--- config.mk ---
export PLATFORM = sky130hd
export DESIGN_NAME = lsmc_mode_ctrl
export DESIGN_NICKNAME = d
export VERILOG_FILES = /design/src/hw/lsmc_low_filter.v /design/src/hw/lsmc_trig_watch.v /design/src/hw/lsmc_mode_ctrl.v
export VERILOG_INCLUDE_DIRS = /design/src /design/src/hw
export SDC_FILE = /design/constraint.sdc
export NUM_CORES = 1
export LEC_CHECK = 0
export ABC_AREA = 1
export BUFFER_PORTS_ARGS = -buffer_cell sky130_fd_sc_hd__buf_2
export CAP_MARGIN = 20
export CORE_ASPECT_RATIO = 1.75
export CORE_MARGIN = 3
export CORE_UTILIZATION = 50
export DETAILED_ROUTE_END_ITERATION = 8
export MAX_ROUTING_LAYER = met4
export PLACE_DENSITY_LB_ADDON = 0.2
export SKIP_CTS_REPAIR_TIMING = 1
export SYNTH_ARGS = -nofsm -noshare
export SYNTH_HDL_FRONTEND = slang
export SYNTH_SLANG_ARGS = --single-unit
--- constraint.sdc ---
create_clock -name clk -period 2.11 [get_ports clk]
set_input_delay 0.1055 -clock clk [delete_from_list [all_inputs] [get_ports clk]]
set_output_delay 0.1055 -clock clk [all_outputs]
set_load 0.005 [all_outputs]
--- src/hw/lsmc_defines.vh ---
// constants for the bus mode controller: timing, offsets, fields
`ifndef LSMC_DEFINES_VH
`define LSMC_DEFINES_VH

`define LSMC_CLK_MHZ        50
// times in their own units, cycle counts derived from the clock rate
`define LSMC_T_RESET_US     10000
`define LSMC_T_TXDOM_US     6000
`define LSMC_T_LEAD_US      49000
`define LSMC_T_WDPER_US     20500
`define LSMC_T_NRESP_US     1960
`define LSMC_T_BUSWK_US     100
`define LSMC_T_LOCWK_US     200
`define LSMC_T_MSW_NS       3200
// counts of the times above at 50 mhz, sized to their counters
`define LSMC_CYC_RESET      24'h07a120
`define LSMC_CYC_TXDOM      24'h0493e0
`define LSMC_CYC_LEAD       24'h256250
`define LSMC_CYC_WDPER      24'h0fa3e8
`define LSMC_CYC_NRESP      24'h017ed0
`define LSMC_CYC_BUSWK      24'h001388
`define LSMC_CYC_LOCWK      24'h002710
`define LSMC_CYC_MSW        8'ha0

// register offsets (byte addresses)
`define LSMC_OFS_CTRL       12'h000
`define LSMC_OFS_STAT       12'h004
// control fields
`define LSMC_CTRL_HOSTSUP   0
`define LSMC_CTRL_LWAKEEN   1
`define LSMC_CTRL_RST       2'h3
// status fields
`define LSMC_ST_MODE_LO     0
`define LSMC_ST_WAKEREQ     6
`define LSMC_ST_WAKELOC     7
`define LSMC_ST_NRES        8
`define LSMC_ST_TXDTO       9
`define LSMC_ST_HOLD        10
`define LSMC_ST_WDON        11

`endif

--- src/hw/lsmc_low_filter.v ---
// low-level qualifier: a falling edge (or a low at enable when ARM0 is set) then a low held for a count
`timescale 1ns/1ps
`include "lsmc_defines.vh"
module lsmc_low_filter #(
   parameter [23:0] CNT  = 24'd1,
   parameter        ARM0 = 1'b0
) (
   input  wire clk,
   input  wire rst_n,
   input  wire enable,
   input  wire lvl,
   output wire hit
);
   reg        armed_r;
   reg [23:0] cnt_r;
   reg        hit_r;

   // arming on a high level means a stuck-low line never qualifies, unless ARM0 is set
   always @(posedge clk) begin
      if (!rst_n || !enable) begin
         armed_r <= ARM0;
         cnt_r   <= 24'h0;
         hit_r   <= 1'b0;
      end else if (lvl) begin
         armed_r <= 1'b1;
         cnt_r   <= 24'h0;
         hit_r   <= 1'b0;
      end else if (armed_r) begin
         if (cnt_r >= CNT - 24'h1)
            hit_r <= 1'b1;
         else
            cnt_r <= cnt_r + 24'h1;
      end
   end

   assign hit = hit_r;
endmodule // lsmc_low_filter

--- src/hw/lsmc_trig_watch.v ---
// trigger supervisor: lead time, then period; expiry gives a reset pulse
`timescale 1ns/1ps
`include "lsmc_defines.vh"
module lsmc_trig_watch #(
   parameter [23:0] LEAD   = 24'd1,
   parameter [23:0] PERIOD = 24'd1,
   parameter [23:0] PULSE  = 24'd1
) (
   input  wire clk,
   input  wire rst_n,
   input  wire enable,
   input  wire trig,
   output wire rstLow
);
   reg [23:0] cnt_r;
   reg        pulse_r;
   reg        enD_r;

   // window shape is simplified: any trigger outside the reset pulse restarts the period
   always @(posedge clk) begin
      if (!rst_n || !enable) begin
         cnt_r   <= 24'h0;
         pulse_r <= 1'b0;
         enD_r   <= 1'b0;
      end else begin
         enD_r <= 1'b1;
         if (!enD_r) begin
            cnt_r <= LEAD - 24'h1;
         end else if (pulse_r) begin
            if (cnt_r == 24'h0) begin
               pulse_r <= 1'b0;
               cnt_r   <= LEAD - 24'h1;
            end else begin
               cnt_r <= cnt_r - 24'h1;
            end
         end else if (trig) begin
            cnt_r <= PERIOD - 24'h1;
         end else if (cnt_r == 24'h0) begin
            pulse_r <= 1'b1;
            cnt_r   <= PULSE - 24'h1;
         end else begin
            cnt_r <= cnt_r - 24'h1;
         end
      end
   end

   assign rstLow = pulse_r;
endmodule // lsmc_trig_watch

--- src/hw/lsmc_mode_ctrl.v ---
// operating-mode controller of the bus transceiver and supply chip
//
// Decided for this implementation: the register offsets and the APB register port.
`timescale 1ns/1ps
`include "lsmc_defines.vh"
module lsmc_mode_ctrl #(
   parameter [23:0] RESET_CYC = `LSMC_CYC_RESET,
   parameter [23:0] TXDOM_CYC = `LSMC_CYC_TXDOM,
   parameter [23:0] LEAD_CYC  = `LSMC_CYC_LEAD,
   parameter [23:0] WDPER_CYC = `LSMC_CYC_WDPER,
   parameter [23:0] NRESP_CYC = `LSMC_CYC_NRESP,
   parameter [23:0] BUSWK_CYC = `LSMC_CYC_BUSWK,
   parameter [23:0] LOCWK_CYC = `LSMC_CYC_LOCWK
) (
   input  wire        clk,
   input  wire        rst_n,
   // apb slave
   input  wire        psel,
   input  wire        penable,
   input  wire        pwrite,
   input  wire [11:0] paddr,
   input  wire [31:0] pwdata,
   output wire        pready,
   output reg  [31:0] prdata,
   output wire        pslverr,
   // pins and analog monitors
   input  wire        enPin,
   input  wire        txdIn,
   output wire        txdOut,
   output reg         txdOe_n,
   output reg         txdWeakPd,
   input  wire        busRx,
   output reg         busDrive,
   output reg         rxdOut,
   input  wire        wakePin_n,
   input  wire        debugSel,
   input  wire        trigger_rise_in,
   input  wire        trigger_fall_in,
   input  wire        vsPowerOk,
   input  wire        vddUnder,
   output reg         nresOut_n,
   output reg         regOn,
   output reg         regLowTol,
   output reg         termOn,
   output reg         wdActive
);
   localparam [5:0] ST_UNPWR = 6'h01;
   localparam [5:0] ST_PRE   = 6'h02;
   localparam [5:0] ST_NORM  = 6'h04;
   localparam [5:0] ST_SEL   = 6'h08;
   localparam [5:0] ST_SIL   = 6'h10;
   localparam [5:0] ST_SLP   = 6'h20;
   localparam [7:0] MSW_CYC  = `LSMC_CYC_MSW;

   // two-flop synchronisers for every pin input
   reg  [8:0] syncA_r;
   reg  [8:0] syncB_r;
   reg  [1:0] trigD_r;
   wire [8:0] rawIn;
   assign rawIn = {vddUnder, vsPowerOk, trigger_fall_in, trigger_rise_in,
                   debugSel, wakePin_n, busRx, txdIn, enPin};
   // reset to idle pin levels so no false edge follows reset
   always @(posedge clk) begin
      if (!rst_n) begin
         syncA_r <= 9'h04e;
         syncB_r <= 9'h04e;
         trigD_r <= 2'h0;
      end else begin
         syncA_r <= rawIn;
         syncB_r <= syncA_r;
         trigD_r <= syncB_r[6:5];
      end
   end
   wire enS    = syncB_r[0];
   wire txdS   = syncB_r[1];
   wire busS   = syncB_r[2];
   wire wakeS  = syncB_r[3];
   wire dbgS   = syncB_r[4];
   wire vsOkS  = syncB_r[7];
   wire uvS    = syncB_r[8];
   wire trigEv = (syncB_r[5] & ~trigD_r[0]) | (~syncB_r[6] & trigD_r[1]);

   // software control
   reg  [1:0]  ctrl_r;
   reg  [5:0]  state_r;
   reg  [5:0]  state_nxt;
   reg  [23:0] resetCnt_r;
   reg  [7:0]  mswCnt_r;
   reg         sleepPick_r;
   reg         wakeReq_r;
   reg         wakeLoc_r;
   wire        busWake;
   wire        locWake;
   wire        txdTimeout;
   wire        wdRstLow;
   wire        hostSup = ctrl_r[`LSMC_CTRL_HOSTSUP];
   wire        lwakeEn = ctrl_r[`LSMC_CTRL_LWAKEEN];
   wire        resetHold = (resetCnt_r != 24'h0);
   wire        quiet = (state_r == ST_SIL) || (state_r == ST_SLP);
   wire        anyWake = busWake | locWake;

   lsmc_low_filter #(
      .CNT  (BUSWK_CYC),
      .ARM0 (1'b0)
   ) uBusWake (
      .clk    (clk),
      .rst_n  (rst_n),
      .enable (quiet),
      .lvl    (busS),
      .hit    (busWake)
   );

   lsmc_low_filter #(
      .CNT  (LOCWK_CYC),
      .ARM0 (1'b0)
   ) uLocWake (
      .clk    (clk),
      .rst_n  (rst_n),
      .enable (quiet & lwakeEn),
      .lvl    (wakeS),
      .hit    (locWake)
   );

   lsmc_low_filter #(
      .CNT  (TXDOM_CYC),
      .ARM0 (1'b1)
   ) uTxdTo (
      .clk    (clk),
      .rst_n  (rst_n),
      .enable (state_r == ST_NORM),
      .lvl    (txdS),
      .hit    (txdTimeout)
   );

   wire wdEn = ~dbgS & ~resetHold &
               ((state_r == ST_PRE) || (state_r == ST_NORM));

   lsmc_trig_watch #(
      .LEAD   (LEAD_CYC),
      .PERIOD (WDPER_CYC),
      .PULSE  (NRESP_CYC)
   ) uWatch (
      .clk    (clk),
      .rst_n  (rst_n),
      .enable (wdEn),
      .trig   (trigEv),
      .rstLow (wdRstLow)
   );

   // mode transitions
   always @* begin
      state_nxt = state_r;
      case (state_r)
         ST_UNPWR: begin
            if (vsOkS)
               state_nxt = ST_PRE;
         end
         ST_PRE: begin
            if (enS && !resetHold && !uvS)
               state_nxt = ST_NORM;
         end
         ST_NORM: begin
            if (uvS)
               state_nxt = ST_PRE;
            else if (!enS)
               state_nxt = ST_SEL;
         end
         ST_SEL: begin
            if (uvS)
               state_nxt = ST_PRE;
            else if (enS)
               state_nxt = ST_NORM;
            else if (mswCnt_r == 8'h0)
               state_nxt = (sleepPick_r || !txdS) ? ST_SLP : ST_SIL;
         end
         ST_SIL: begin
            if (uvS || anyWake)
               state_nxt = ST_PRE;
            else if (enS)
               state_nxt = ST_NORM;
         end
         ST_SLP: begin
            if (anyWake)
               state_nxt = ST_PRE;
            else if (enS && !hostSup)
               state_nxt = ST_NORM;
         end
         default: state_nxt = ST_UNPWR;
      endcase
      if (!vsOkS)
         state_nxt = ST_UNPWR;
   end

   always @(posedge clk) begin
      if (!rst_n) begin
         state_r     <= ST_UNPWR;
         resetCnt_r  <= 24'h0;
         mswCnt_r    <= 8'h0;
         sleepPick_r <= 1'b0;
         wakeReq_r   <= 1'b0;
         wakeLoc_r   <= 1'b0;
      end else begin
         state_r <= state_nxt;
         if (state_nxt == ST_UNPWR)
            resetCnt_r <= 24'h0;
         else if ((state_r == ST_UNPWR) || (state_r == ST_SLP &&
                  state_nxt != ST_SLP) || (uvS && !quiet))
            resetCnt_r <= RESET_CYC;
         else if (resetHold)
            resetCnt_r <= resetCnt_r - 24'h1;
         if (state_nxt == ST_SEL && state_r != ST_SEL) begin
            mswCnt_r    <= MSW_CYC;
            sleepPick_r <= ~txdS;
         end else if (state_r == ST_SEL) begin
            if (mswCnt_r != 8'h0)
               mswCnt_r <= mswCnt_r - 8'h1;
            if (!txdS)
               sleepPick_r <= 1'b1;
         end
         if (quiet && anyWake) begin
            wakeReq_r <= 1'b1;
            wakeLoc_r <= locWake;
         end else if (enS || state_nxt == ST_UNPWR) begin
            wakeReq_r <= 1'b0;
            wakeLoc_r <= 1'b0;
         end
      end
   end

   // registered pin outputs
   always @(posedge clk) begin
      if (!rst_n) begin
         busDrive  <= 1'b0;
         rxdOut    <= 1'b0;
         nresOut_n <= 1'b0;
         regOn     <= 1'b0;
         regLowTol <= 1'b0;
         termOn    <= 1'b0;
         wdActive  <= 1'b0;
         txdOe_n   <= 1'b1;
         txdWeakPd <= 1'b0;
      end else begin
         busDrive  <= (state_r == ST_NORM) & ~txdS & ~txdTimeout;
         case (state_r)
            ST_NORM, ST_SEL: rxdOut <= busS;
            ST_PRE:          rxdOut <= ~wakeReq_r;
            ST_SIL:          rxdOut <= 1'b1;
            default:         rxdOut <= 1'b0;
         endcase
         // silent keeps reset high until undervoltage
         // host timers keep running in silent, so no reset there
         nresOut_n <= ~resetHold & ~wdRstLow & ~uvS &
                      (state_r != ST_SLP) & (state_r != ST_UNPWR);
         regOn     <= (state_r != ST_UNPWR) && (state_r != ST_SLP);
         regLowTol <= (state_r == ST_SIL);
         termOn    <= (state_r == ST_PRE) || (state_r == ST_NORM) ||
                      (state_r == ST_SEL);
         wdActive  <= wdEn;
         txdOe_n   <= ~((state_r == ST_PRE) & wakeReq_r & wakeLoc_r);
         txdWeakPd <= (state_r == ST_PRE) & wakeReq_r & ~wakeLoc_r;
      end
   end
   // strong pull-down drives a constant low
   assign txdOut = 1'b0;

   // apb slave, no wait states
   // read data latched at setup, so it stands through the access
   wire apbSetup = psel & ~penable;
   wire apbWr    = psel & penable & pwrite;
   wire hitCtrl  = (paddr == `LSMC_OFS_CTRL);
   wire hitStat  = (paddr == `LSMC_OFS_STAT);
   assign pready  = 1'b1;
   assign pslverr = psel & penable & ~hitCtrl & ~hitStat;

   always @(posedge clk) begin
      if (!rst_n) begin
         ctrl_r <= `LSMC_CTRL_RST;
         prdata <= 32'h0;
      end else begin
         if (apbWr && hitCtrl)
            ctrl_r <= pwdata[1:0];
         if (apbSetup && !pwrite) begin
            if (hitCtrl)
               prdata <= {30'h0, ctrl_r};
            else if (hitStat)
               prdata <= {20'h0, wdEn, resetHold, txdTimeout,
                          nresOut_n, wakeLoc_r, wakeReq_r, state_r};
            else
               prdata <= 32'h0;
         end
      end
   end
endmodule // lsmc_mode_ctrl

==> qor.yml <==
crit_buf_inv: 3
period_share_pct: 93.66
cpMaxStageDelayCell: "dfxtp_1"
grt_use_total_pct: 21.69
final_core_util_pct: 59.72
hold_viol: 0
path_delay_family: "simple AND/OR/NAND/NOR gates"
clkLatencyLatePin_ps: 430
grt_start_max_net_pins: 31
ctsRootBufferMaster: "clkbuf_16"
leakagePower_uw: 0.004602
setup_viol: 0
syn_area_per_cell_um2: 7.149
synth_top_flop_cell: "dfxtp_1"
cts_tree: "done"
rrSetupSlack_ps: 130
cts.sinks: 187
gp_congestion: 0.9320
nets: 1408
grt_pass1_vias: 7624
drt-total-wl_um: 20370
htree_levels: 4
required_ps: 2430
yosysSeqAreaShare_pct: 42.27
startpoint_type: "flip-flop"
cts.path.max_buffers: 2
path_class: "reg2reg"
antenna_found_initial: 0
drv_slew: 0
min_period_ps: 1976
wl_met3_um: 655
postSynthCellCount: 1239
route.detailed.drc: 0
path_cells: "inv_1 -> ha_1 -> inv_1 -> nor2_1 -> inv_1 -> nor2_1 -> nand2_1 -> nor2_1 -> xnor2_1 -> nor2_4"
hold_class: "in2reg"
num-fill-cells: 1692
max_freq_mhz: 506.0
die_w_um: 106.6
avgRoutedWirePerCell_um: 12.88
numPortBuffers: 49
dr.pass1.iters: 5
place_inst: 1538
max_stage_delay_ps: 330
worst_setup_path_end_kind: "flip-flop"
dr_wl_met2_um: 10860
dpl.hpwl_um: 15420
grt_overflow_total: 0
initial_utilization_pct: 51.54
die-area_um2: 19410
diodes: 0
status: "finished, final reports clean"
via_per_inst: 5.077
cp_max_fo: 5
synth_seq_cells: 187
areaGrowthSynthToFinish_pct: 15.86
die_h_um: 182.1
hold_slack_ps: 17.52
numCtsBuffers: 17
clk_pin_slew_ps: 70
max_cap_viol_count: 0
top_layer: "met4"
pin_count: 102
yosys_warnings: 0
arrival_ps: 2290
synth_edf_count: 0
tns_ps: 0
dr_total_vias: 8026
cellPowerDensity_nw_per_um2: 687.5
layout.cells.non_filler: 1581
rows: 63
drive_above_1_share_pct: 13.52
detail-route-antenna-nets: 0
ir_worst_vdd_uv: 507.7
synthArstFlopShare_pct: 0
grt_pass1_wl_um: 33600
wl_met1_um: 8114
drt_iter0_drc: 332
coreArea_um2: 17180
synth_cell_types: 53
synth_area_um2: 8857
fin_skew_ps: 12.22
-- cells in the final DEF, fill, tap and decap left out, types with 3 or more instances in the layout --
cell           synthesis  layout
a211oi_1               4       4
a21o_1                 3       3
a21oi_1               83      83
a31oi_1                5       5
buf_2                  3      49
buf_4                 22      40
clkbuf_1              12       3
clkbuf_16              0      17
clkbuf_8               0       3
clkinvlp_4             0       4
conb_1                 2      22
dfxtp_1              187     187
dlygate4sd3_1          0      11
ha_1                   9       9
inv_1                189     189
inv_2                  7       7
nand2_1              204     204
nand3_1               70      68
nand3_2                2       4
nand3b_1               4       4
nand4_1               27      27
nor2_1               195     194
nor2_2                 8       8
nor2_4                15      16
nor3_1                36      34
nor3_2                 2       4
nor3b_1                4       4
nor4_1                14      13
o211ai_1               4       4
o21a_1                 7       7
o21ai_0               43      42
o21ai_1                9      10
o22ai_1                4       4
or2_2                 12      12
xnor2_1                6       6
xor2_1                18      18
-- worst register-to-register path, stage by stage, from the launching register on --
cell	delay (ps)
dfxtp_1	330
inv_1	170
ha_1	260
inv_1	100
nor2_1	160
inv_1	90
nor2_1	200
nand2_1	150
nor2_1	160
xnor2_1	190
nor2_4	60
-- stage by stage --
stage / total power (uW) / worst slack [ps] / area (um^2)
after floorplan: 3944 / 273.8 / 8932
after global placement: 4041 / 127.0 / 9558
after detailed placement: 4043 / 92.37 / 9558
after CTS: 7105 / 74.97 / 10120
after global routing: 7327 / -10.12 / 10260
final: 7056 / 133.8 / 10260
-- Yosys cell counts, drive strengths merged (4+ instances only) --
master / count / area [um^2]
a211oi: 4 / 30.03
a21oi: 83 / 415.4
a31oi: 5 / 31.28
buf: 27 / 203.9
clkbuf: 12 / 45.04
dfxtp: 187 / 3744
ha: 9 / 112.6
inv: 196 / 735.7
nand2: 208 / 800.8
nand3: 73 / 387.9
nand3b: 4 / 30.03
nand4: 29 / 193.9
nor2: 218 / 950.9
nor3: 39 / 216.5
nor3b: 4 / 30.03
nor4: 14 / 87.58
o211ai: 4 / 30.03
o21a: 7 / 52.55
o21ai: 53 / 276.5
o22ai: 4 / 25.02
or2: 12 / 75.07
xnor2: 6 / 52.55
xor2: 18 / 157.7
-- power by group --
part           internal (uW)  switching (uW)  leakage [uW]  total, uW
Combinational            162             239       0.00282        402
Sequential              3560            23.5       0.00151       3590
Clock                   1720            1350      0.000266       3070
-- cell families after synthesis --
group	Yosys count	share of synthesized area (%)
other	2	0.08479
AOI/OAI and AO/OA	177	11.36
adders and majority gates	9	1.271
xor gates and xnor gates	24	2.373
and+or+nand+nor	603	31.45
buffers and inverters	237	11.20
DFF	187	42.27
-- state kept, by name, indices dropped and copies added, names as in the netlist, 8 cells and up --
| signal | cells |
|---|---|
| uBusWake.cnt_r | 24 |
| resetCnt_r | 24 |
| uWatch.cnt_r | 24 |
| uLocWake.cnt_r | 24 |
| syncB_r | 9 |
| syncA_r | 9 |
| uTxdTo.cnt_r | 24 |
| prdata | 12 |
| mswCnt_r | 8 |
-- final timing paths --
kind              cells past startpoint     startpoint          endpoint
setup / recovery                     10  resetCnt_r[0]    resetCnt_r[12]
hold / removal                        3          rst_n  uBusWake.armed_r
setup reg to reg                     10  resetCnt_r[0]    resetCnt_r[12]
hold reg to reg                       1     syncA_r[3]        syncB_r[3]
-- routing by layer --
metal | track usage, % | up-vias
met5 | - | -
met4 | 10.09 | 0
met3 | 4.177 | 55
met2 | 40.03 | 159
met1 | 21.57 | 3678
li1 | - | 4134
-- cell type report --
class / instances / area, um^2 / share of cell area, %
flip-flops and latches: 187 / 3744 / 36.48
repair buffers: 102 / 695.7 / 6.779
inverters: 198 / 743.2 / 7.242
clock inverters: 9 / 87.58 / 0.8535
clock buffers: 23 / 478.0 / 4.657
multi-input cells: 835 / 4230 / 41.22
well taps: 227 / 284.0 / 2.768
No activity file was read; power rests on OpenSTA's default activity.
